**config.mk**
```make
export PLATFORM = sky130hd
export DESIGN_NAME = nck_reg_bank
export DESIGN_NICKNAME = d
export VERILOG_FILES = /design/src/nck_pkg.sv /design/src/nck_reg_bank.sv
export VERILOG_INCLUDE_DIRS = /design/src
export SDC_FILE = /design/constraint.sdc
export NUM_CORES = 1
export LEC_CHECK = 0
export ABC_AREA = 1
export BUFFER_PORTS_ARGS = -buffer_cell sky130_fd_sc_hd__buf_2
export CORE_AREA = 2 2 146 148
export DETAILED_ROUTE_END_ITERATION = 6
export DIE_AREA = 0 0 148 150
export GPL_TIMING_DRIVEN = 0
export PLACE_DENSITY = 0.69
export SKIP_LAST_GASP = 1
export SLEW_MARGIN = 20
export SYNTH_ARGS = -nofsm -noshare
export SYNTH_HDL_FRONTEND = slang
export SYNTH_SLANG_ARGS = --single-unit
```
**constraint.sdc**
```tcl
create_clock -name sys_clk_i -period 3.3 [get_ports sys_clk_i]
set_input_delay 0.495 -clock sys_clk_i [delete_from_list [all_inputs] [get_ports sys_clk_i]]
set_output_delay 0.495 -clock sys_clk_i [all_outputs]
set_load 0.02 [all_outputs]
```
**src/nck_defs.svh**
```systemverilog
`ifndef NCK_DEFS_SVH
`define NCK_DEFS_SVH
// ----------------------------------------
// Command codes
// ----------------------------------------
`define NCK_CMD_CRC 8'hF0
`define NCK_CMD_INJ 8'hF1
`define NCK_CMD_KEY 8'hFA
// ----------------------------------------
// Checksum and key constants
// ----------------------------------------
`define NCK_CRC_POLY 16'h8005
`define NCK_CRC_SEED 16'hFFFF
`define NCK_KEY_OPEN 16'h0000
`define NCK_MAX_FAILS 2'h3
// ----------------------------------------
// Key state read codes
// ----------------------------------------
`define NCK_RD_UNLOCKED 16'h0000
`define NCK_RD_LOCKED0 16'h000F
`define NCK_RD_LOCKED1 16'h001F
`define NCK_RD_LOCKED2 16'h002F
`define NCK_RD_LOCKED3 16'h00FF
// ----------------------------------------
// Injection field positions
// ----------------------------------------
`define NCK_FLT_PERSIST 15
`define NCK_WRN_PERSIST 7
// Writable injection bits (reserved bits 13, 6, 5 and 2 held at zero)
`define NCK_INJ_MASK 16'hDF9B
// Injections that still act while conversion is off: lockout and output overvoltage
`define NCK_INJ_OFF_OK 16'h0900
`endif

```
**src/nck_pkg.sv**
```systemverilog
package nck_pkg;
  // Fault and warning detector overrides, one bit per detector
  typedef struct packed {
    logic overtemp_fault;
    logic overcurrent_fault;
    logic input_lockout;
    logic input_overvoltage;
    logic output_undervoltage;
    logic output_overvoltage;
    logic overcurrent_warning;
    logic input_low_warning;
    logic output_low_warning;
    logic output_high_warning;
  } nck_force_s;

  // Checksum engine states
  typedef enum logic [1:0] {
    NCK_CRC_IDLE = 2'b00,
    NCK_CRC_RUN = 2'b01,
    NCK_CRC_DONE = 2'b10
  } nck_crc_e;
endpackage : nck_pkg

```
**src/nck_reg_bank.sv**
```systemverilog
`timescale 1ns/1ps
`default_nettype none
`include "nck_defs.svh"

module nck_reg_bank #(
  parameter int NVM_WORDS = 16
) (
  input wire logic sys_clk_i,
  input wire logic sys_rst_i,
  // Decoded word transaction from the management interface
  input wire logic [7:0] cmd_code_i,
  input wire logic wr_en_i,
  input wire logic [15:0] wr_data_i,
  input wire logic rd_en_i,
  output logic [15:0] rd_data_o,
  output logic rd_valid_o,
  output logic wr_refused_o,
  // Settings image and its store/restore/boot events
  input wire logic [NVM_WORDS*16-1:0] nvm_image_i,
  input wire logic [15:0] nvm_key_i,
  input wire logic boot_done_i,
  input wire logic nvm_op_done_i,
  // Device state
  input wire logic conversion_on_i,
  input wire logic fault_response_i,
  input wire logic [15:0] fine_write_guard_i,
  output nck_pkg::nck_force_s force_o,
  output logic store_allowed_o,
  output logic guard_write_allowed_o,
  output logic crc_busy_o
);
  import nck_pkg::*;

  // ----------------------------------------
  // Address decode
  // ----------------------------------------
  wire logic hit_crc = (cmd_code_i == `NCK_CMD_CRC);
  wire logic hit_inj = (cmd_code_i == `NCK_CMD_INJ);
  wire logic hit_key = (cmd_code_i == `NCK_CMD_KEY);
  wire logic wr_inj = wr_en_i && hit_inj;
  wire logic wr_key = wr_en_i && hit_key;

  // ----------------------------------------
  // Checksum engine
  // ----------------------------------------
  localparam int IDX_W = (NVM_WORDS > 1) ? $clog2(NVM_WORDS) : 1;
  nck_crc_e crc_state; // Engine state
  logic [IDX_W-1:0] crc_idx; // Word being folded in
  logic [15:0] crc_acc; // Running remainder
  logic [15:0] settings_crc_value; // Published checksum
  logic crc_pending; // Restart requested while busy

  // One word folded per clock, MSB first over 16 bits
  function automatic logic [15:0] crc_word(input logic [15:0] acc, input logic [15:0] d);
    logic [15:0] c;
    c = acc;
    for (int i = 15; i >= 0; i--) begin
      if (c[15] ^ d[i]) begin
        c = {c[14:0], 1'b0} ^ `NCK_CRC_POLY;
      end else begin
        c = {c[14:0], 1'b0};
      end
    end
    return c;
  endfunction : crc_word

  wire logic crc_trigger = boot_done_i || nvm_op_done_i;
  wire logic [15:0] crc_word_in = nvm_image_i[crc_idx*16 +: 16];
  wire logic [15:0] crc_next = crc_word(crc_acc, crc_word_in);
  wire logic crc_last = (crc_idx == IDX_W'(NVM_WORDS - 1));

  // Engine sequencing; a trigger during a run restarts after it so
  // that the published value always matches the newest image
  always_ff @(posedge sys_clk_i or posedge sys_rst_i) begin
    if (sys_rst_i) begin
      crc_state <= NCK_CRC_IDLE;
      crc_idx <= '0;
      crc_acc <= `NCK_CRC_SEED;
      crc_pending <= 1'b0;
    end else begin
      case (crc_state)
        NCK_CRC_IDLE: begin
          crc_pending <= 1'b0;
          if (crc_trigger || crc_pending) begin
            crc_state <= NCK_CRC_RUN;
            crc_idx <= '0;
            crc_acc <= `NCK_CRC_SEED;
          end
        end
        NCK_CRC_RUN: begin
          if (crc_trigger) begin
            crc_pending <= 1'b1;
          end
          crc_acc <= crc_next;
          crc_idx <= crc_idx + IDX_W'(1);
          if (crc_last) begin
            crc_state <= NCK_CRC_DONE;
          end
        end
        NCK_CRC_DONE: begin
          // Publish then return to idle
          if (crc_trigger) begin
            crc_pending <= 1'b1;
          end
          crc_state <= NCK_CRC_IDLE;
        end
        default: begin
          crc_state <= NCK_CRC_IDLE;
        end
      endcase
    end
  end

  // Published checksum only changes at the end of a run
  always_ff @(posedge sys_clk_i or posedge sys_rst_i) begin
    if (sys_rst_i) begin
      settings_crc_value <= 16'h0000;
    end else if (crc_state == NCK_CRC_DONE) begin
      settings_crc_value <= crc_acc;
    end
  end

  assign crc_busy_o = (crc_state != NCK_CRC_IDLE);

  // ----------------------------------------
  // Fault injection
  // ----------------------------------------
  logic [15:0] fault_injection_control;
  wire logic flt_persist = fault_injection_control[`NCK_FLT_PERSIST];
  wire logic wrn_persist = fault_injection_control[`NCK_WRN_PERSIST];
  // One-shot injections drop after one response; persistent ones stay
  wire logic [15:0] keep_mask = {1'b1, {7{flt_persist}}, 1'b1, {7{wrn_persist}}};

  // A write replaces the whole word; it beats a same-cycle response
  always_ff @(posedge sys_clk_i or posedge sys_rst_i) begin
    if (sys_rst_i) begin
      fault_injection_control <= 16'h0000;
    end else if (wr_inj) begin
      fault_injection_control <= wr_data_i & `NCK_INJ_MASK;
    end else if (fault_response_i) begin
      fault_injection_control <= fault_injection_control & keep_mask;
    end
  end

  // Conversion-off gating of injections
  wire logic [15:0] inj_live = fault_injection_control &
    (conversion_on_i ? `NCK_INJ_MASK : `NCK_INJ_OFF_OK);

  // Drive detector overrides; a clear bit leaves the detector alone
  always_ff @(posedge sys_clk_i or posedge sys_rst_i) begin
    if (sys_rst_i) begin
      force_o <= '0;
    end else begin
      force_o <= '{overtemp_fault: inj_live[14], overcurrent_fault: inj_live[12],
        input_lockout: inj_live[11], input_overvoltage: inj_live[10],
        output_undervoltage: inj_live[9], output_overvoltage: inj_live[8],
        overcurrent_warning: inj_live[4], input_low_warning: inj_live[3],
        output_low_warning: inj_live[1], output_high_warning: inj_live[0]};
    end
  end

  // ----------------------------------------
  // Access key
  // ----------------------------------------
  logic [15:0] write_unlock_key; // Active key
  logic key_locked; // Protected actions blocked
  logic [1:0] fail_cnt; // Mismatches since last match, saturates at 3

  wire logic key_guarded = fine_write_guard_i[1];
  wire logic key_dead = (fail_cnt == `NCK_MAX_FAILS);
  wire logic key_ok_wr = wr_key && !key_guarded && !key_dead;
  wire logic key_match = (wr_data_i == write_unlock_key);

  // Key load at boot, then match/mismatch tracking
  // Boot reloads the key but keeps the failure count, so a lockout
  // survives a reboot and only a power-on reset lifts it
  always_ff @(posedge sys_clk_i or posedge sys_rst_i) begin
    if (sys_rst_i) begin
      write_unlock_key <= `NCK_KEY_OPEN;
      key_locked <= 1'b0;
      fail_cnt <= 2'h0;
    end else if (boot_done_i) begin
      write_unlock_key <= nvm_key_i;
      key_locked <= (nvm_key_i != `NCK_KEY_OPEN);
    end else if (key_ok_wr) begin
      if (!key_locked) begin
        write_unlock_key <= wr_data_i;
      end else if (key_match) begin
        key_locked <= 1'b0;
        fail_cnt <= 2'h0;
      end else begin
        fail_cnt <= fail_cnt + 2'h1;
      end
    end
  end

  assign store_allowed_o = !key_locked;
  assign guard_write_allowed_o = !key_locked;

  // Key read codes never expose the key
  wire logic [15:0] key_code = !key_locked ? `NCK_RD_UNLOCKED :
    (fail_cnt == 2'h0) ? `NCK_RD_LOCKED0 :
    (fail_cnt == 2'h1) ? `NCK_RD_LOCKED1 :
    (fail_cnt == 2'h2) ? `NCK_RD_LOCKED2 : `NCK_RD_LOCKED3;

  // ----------------------------------------
  // Read and write answers
  // ----------------------------------------
  wire logic [15:0] rd_mux = hit_crc ? settings_crc_value :
    hit_inj ? fault_injection_control : hit_key ? key_code : 16'h0000;
  // A refused write is flagged so the host can tell a lockout from a mismatch
  wire logic wr_bad = wr_en_i && (hit_crc || (hit_key && (key_guarded || key_dead))
    || !(hit_crc || hit_inj || hit_key));

  // Registered answers one cycle after the request
  always_ff @(posedge sys_clk_i or posedge sys_rst_i) begin
    if (sys_rst_i) begin
      rd_data_o <= 16'h0000;
      rd_valid_o <= 1'b0;
      wr_refused_o <= 1'b0;
    end else begin
      rd_data_o <= rd_en_i ? rd_mux : 16'h0000;
      rd_valid_o <= rd_en_i;
      wr_refused_o <= wr_bad;
    end
  end

  // ----------------------------------------
  // Checks
  // ----------------------------------------
  crc_hold_a: assert property (@(posedge sys_clk_i) disable iff (sys_rst_i)
    (wr_en_i && hit_crc && crc_state != NCK_CRC_DONE) |=>
    (settings_crc_value == $past(settings_crc_value)) && wr_refused_o)
    else $error("checksum changed by a write");
  crc_run_a: assert property (@(posedge sys_clk_i) disable iff (sys_rst_i)
    (crc_trigger && crc_state == NCK_CRC_IDLE) |=> crc_state == NCK_CRC_RUN)
    else $error("checksum run not started");
  inj_write_a: assert property (@(posedge sys_clk_i) disable iff (sys_rst_i)
    wr_inj |=> fault_injection_control == ($past(wr_data_i) & `NCK_INJ_MASK))
    else $error("injection write lost");
  flt_oneshot_a: assert property (@(posedge sys_clk_i) disable iff (sys_rst_i)
    (fault_response_i && !wr_inj && !flt_persist) |=> fault_injection_control[14:8] == 7'h00)
    else $error("one-shot fault kept");
  wrn_persist_a: assert property (@(posedge sys_clk_i) disable iff (sys_rst_i)
    (fault_response_i && !wr_inj && wrn_persist) |=> $stable(fault_injection_control[7:0]))
    else $error("persistent warning dropped");
  off_gate_a: assert property (@(posedge sys_clk_i) disable iff (sys_rst_i)
    !conversion_on_i |=> !(force_o.overtemp_fault || force_o.output_undervoltage))
    else $error("injection acted with conversion off");
  key_lockout_a: assert property (@(posedge sys_clk_i) disable iff (sys_rst_i)
    (key_dead && !boot_done_i) |=> key_dead && $stable(key_locked))
    else $error("lockout left");
  key_code_a: assert property (@(posedge sys_clk_i) disable iff (sys_rst_i)
    (rd_en_i && hit_key && key_locked && fail_cnt == 2'h1) |=> rd_data_o == 16'h001F)
    else $error("wrong key state code");
  key_guard_a: assert property (@(posedge sys_clk_i) disable iff (sys_rst_i)
    (wr_key && key_guarded && !boot_done_i) |=> $stable(write_unlock_key) && $stable(fail_cnt))
    else $error("guarded key write took effect");
  key_match_a: assert property (@(posedge sys_clk_i) disable iff (sys_rst_i)
    (key_ok_wr && key_locked && key_match && !boot_done_i) |=> !key_locked && fail_cnt == 2'h0)
    else $error("matching key did not unlock");
  // Antecedents leave out boot cycles, where the key load takes priority
  key_replace_a: assert property (@(posedge sys_clk_i) disable iff (sys_rst_i)
    (key_ok_wr && !key_locked && !boot_done_i) |=> write_unlock_key == $past(wr_data_i))
    else $error("open key write not taken");
  key_boot_a: assert property (@(posedge sys_clk_i) disable iff (sys_rst_i)
    boot_done_i |=> write_unlock_key == $past(nvm_key_i)
    && key_locked == ($past(nvm_key_i) != `NCK_KEY_OPEN))
    else $error("boot key load wrong");
  key_refuse_a: assert property (@(posedge sys_clk_i) disable iff (sys_rst_i)
    (wr_key && key_dead && !boot_done_i) |=> wr_refused_o && key_dead
    && $stable(write_unlock_key))
    else $error("key write after lockout not refused");
  crc_publish_a: assert property (@(posedge sys_clk_i) disable iff (sys_rst_i)
    (crc_state == NCK_CRC_DONE) |=> settings_crc_value == $past(crc_acc))
    else $error("checksum not published");
  lockout_keep_a: assert property (@(posedge sys_clk_i) disable iff (sys_rst_i)
    !conversion_on_i |=> force_o.input_lockout == $past(fault_injection_control[11])
    && force_o.output_overvoltage == $past(fault_injection_control[8]))
    else $error("lockout injection gated with conversion off");

  crc_done_c: cover property (@(posedge sys_clk_i) crc_state == NCK_CRC_DONE);
  key_dead_c: cover property (@(posedge sys_clk_i) key_dead);
  key_open_c: cover property (@(posedge sys_clk_i) key_locked ##1 !key_locked);
  inj_drop_c: cover property (@(posedge sys_clk_i) fault_response_i && !flt_persist
    && fault_injection_control[14]);
  key_refused_c: cover property (@(posedge sys_clk_i) wr_key && key_dead);
endmodule : nck_reg_bank
`default_nettype wire

```
==> impl_metrics.yaml <==
worst_setup_path:
  ff2ff_path_depth: 22
  worstPathCellList: "inv_4, buf_6, buf_8, buf_12, buf_8, buf_8, buf_4, buf_4, buf_4, buf_2, nand2_1, a21oi_1, a221oi_1, a211oi_2, xor2_1, xor2_1, inv_1, nand3_2, nand3_1, nand3_2, nand2_1, inv_1"
  crit_path_max_incr_delay_ps: 500
  slowest_stage: "dfrtp_2"
  reg2reg_to: "crc_acc[2]"
  r2r_setup_slack_ps: -660
  r2r-start: "crc_idx[0]"
  crit_type: "reg2reg"
  start_kind: "register"
  critPathBufInv: 12
  required_ps: 3590
  crit_arrival_ps: 4260
  path_delay_family: "buffers and inverters"
  end_kind: "register"
  critPathMaxFanout: 10
drt:
  wl_um: 28400
  drtPass1Iterations: 5
  via_per_inst: 5.13
  antenna_left: 0
  num_vias: 9371
  drtIter0Drc: 586
  route.detailed.drc: 0
  wl_per_cell_um: 15.5
floorplan:
  die_height_um: 150
  ios: 351
  dieArea_mm2: 0.0222
  start_util: 0.373
  row_count: 53
  core_area_mm2: 0.0207
  fp.dieW_um: 148
status:
  violations: "negative setup slack"
  status: "complete, but fails checks"
finish:
  antenna_cells: 0
  final_core_util: 0.547
  final_common_cell: "buf_2"
  final_area_mm2: 0.0113
  final_nets: 1878
  num-fill-cells: 1998
  drive_above_1_share: 0.371
  layout_common_cells: "buf_2, nand2_1, a21oi_1"
  syn2layout_area_growth_pct: 46.6
sta:
  period_minus_slack_ps: 3960
  setup_violations: 9
  fmax_mhz: 252
  clock-skew-final_ps: 8.86
  layout_setup_ws_ps: -663
  finalHoldWorstSlack_ps: 83.8
  post-route-period-util: 1.20
  finalMaxSlewViolations: 0
  grt_setup_unrepaired: "true"
  tightestPinTransition_ps: 705
  hold_viol: 0
  max_slew_margin: 0.527
clocking:
  clk_path_buf_depth: 2
  postCtsHoldBufs: 0
  path_clk_slew_ps: 70
  numCtsBuffers: 9
  clockRootBuffer: "clkbuf_16"
  htreeDepth: 3
  numClockSinks: 102
  clock_latency_ps: 350
  cts_tree: "built"
place:
  port_buffers: 332
  pre_cts_ws_ps: -794
  placed_area_mm2: 0.00983
  place_congestion: 0.923
  hpwl_um: 21000
run:
  maxCapViolations: 0
synthesis:
  ys_warn_count: 0
  synth-seq-cells: 102
  synth_cells: 1146
  netlist_area_mm2: 0.00772
  yosysUniqueCellTypes: 45
  async_flop_share: 1.00
  synth-edff-count: 0
  syn-num-nets: 1475
  yosysSeqAreaShare: 0.333
  yosys_most_used_dff: "dfrtp_1"
  avgSynthCellArea_um2: 6.73
power:
  ir_worst_vdd_v: 0.00110
  leakagePower_uw: 0.00591
  pwr_density_cell_mw_per_mm2: 1300
worst_hold_path:
  hold_class: "in2async"
global_route:
  gr-total-overflow: 0
  antenna_found_initial: 0
  grt_pass1_vias: 8945
  grt_pass1_wl_um: 43400
  grt_max_degree: 78
  grt_usage: 0.242
==> synthesized netlist by cell type (2+ instances only) <==
master    number  area, um^2
buf_2         19        95.1
o32ai_1        3        26.3
a22oi_1       22         165
nor4_1         7        43.8
a32o_1        12         120
nor2_1        53         199
ha_1           9         113
buf_6          8        90.1
a22o_1         2        17.5
nand3_2       11         110
xnor2_1        9        78.8
o311ai_1       3        26.3
clkbuf_1      22        82.6
dfstp_2       16         420
a211oi_1       3        22.5
nand2_2       10        62.6
o22ai_1        8        50.1
xor2_1        16         140
nor3b_1        3        22.5
nand3_1       89         445
o311ai_0       5        43.8
a21oi_1      131         656
o21a_1         2        15.0
o21ai_1        6        30.0
a221oi_1       4        35.0
o21ai_0       51         255
inv_2          6        22.5
nor3_1         7        35.0
a31oi_1       11        68.8
mux2_2         3        33.8
inv_1        122         458
nand4_1        2        12.5
buf_1          5        18.8
o211ai_1       8        60.1
clkinv_1       2        7.51
dfrtp_1       86        2150
or2_2          2        12.5
buf_4         12        90.1
nand2_1      350        1310
==> worst max-delay path by stage <==
stage / slack, ps / cells past startpoint / start / to
after floorplan: -10 / 31 / crc_idx[0] / crc_acc[15]
after global placement: -1070 / 2 / sys_rst_i / settings_crc_value[14]
after detailed placement: -790 / 26 / crc_idx[1] / crc_acc[2]
after CTS: -430 / 31 / crc_idx[0] / crc_acc[2]
after global routing: -880 / 22 / crc_idx[0] / crc_acc[15]
final: -660 / 22 / crc_idx[0] / crc_acc[2]
==> per-stage QoR <==
step,TNS [ps],power (uW),std cells
floorplan,-22.7,7140,1146
global route,-7040,15700,1827
CTS,-2740,12400,1806
detailed placement,-5090,8650,1754
finish,-4960,14700,1827
global placement,-96460,8450,1753
==> registers in the layout (all words and copies together) (netlist names), 2 cells and up <==
register                 flops
crc_acc                     16
fault_injection_control     16
rd_data_o                   16
settings_crc_value          16
write_unlock_key            16
force_o                     10
crc_idx                      4
crc_state                    2
fail_cnt                     2
==> logic make-up after synthesis <==
group           synth area share
mux                      0.00438
flops                      0.333
buf+inv                    0.112
xor+xnor                  0.0305
simple gates               0.293
fa+ha+maj                 0.0146
compound gates             0.212
==> layout make-up <==
cell class | instances | area, um^2 | share of cell area
multi-input combinational | 848 | 4880 | 0.432
clock inverter | 4 | 72.6 | 0.00642
buffer | 66 | 507 | 0.0448
inverter | 130 | 503 | 0.0445
tap | 275 | 344 | 0.0304
clock buffer | 10 | 239 | 0.0211
timing repair buffer | 392 | 2190 | 0.193
sequential | 102 | 2570 | 0.228
==> layer usage <==
layer	global-route usage	up-vias	share of wire
met4	0.0824	0	0.031
met1	0.313	4330	0.41
met3	0.0320	68	0.063
met2	0.416	366	0.49
met5	0	-	0
li1	-	4607	-
==> report_power, final <==
part | switching (uW) | total [uW] | leakage [uW] | internal [uW]
Sequential | 170 | 1730 | 0.00124 | 1560
Clock | 450 | 1130 | 0.000150 | 675
Combinational | 6830 | 11800 | 0.00452 | 4990
Total | 7450 | 14700 | 0.00591 | 7220
==> repair_timing <==
item,CTS,global route
endpoints found under the setup margin,9,10
hold endpoints to repair,0,0
buffers inserted,36,19
resized for setup,98,70
pin swaps,40,44
gates cloned,2,2
Power figures use the tool's default switching activity.
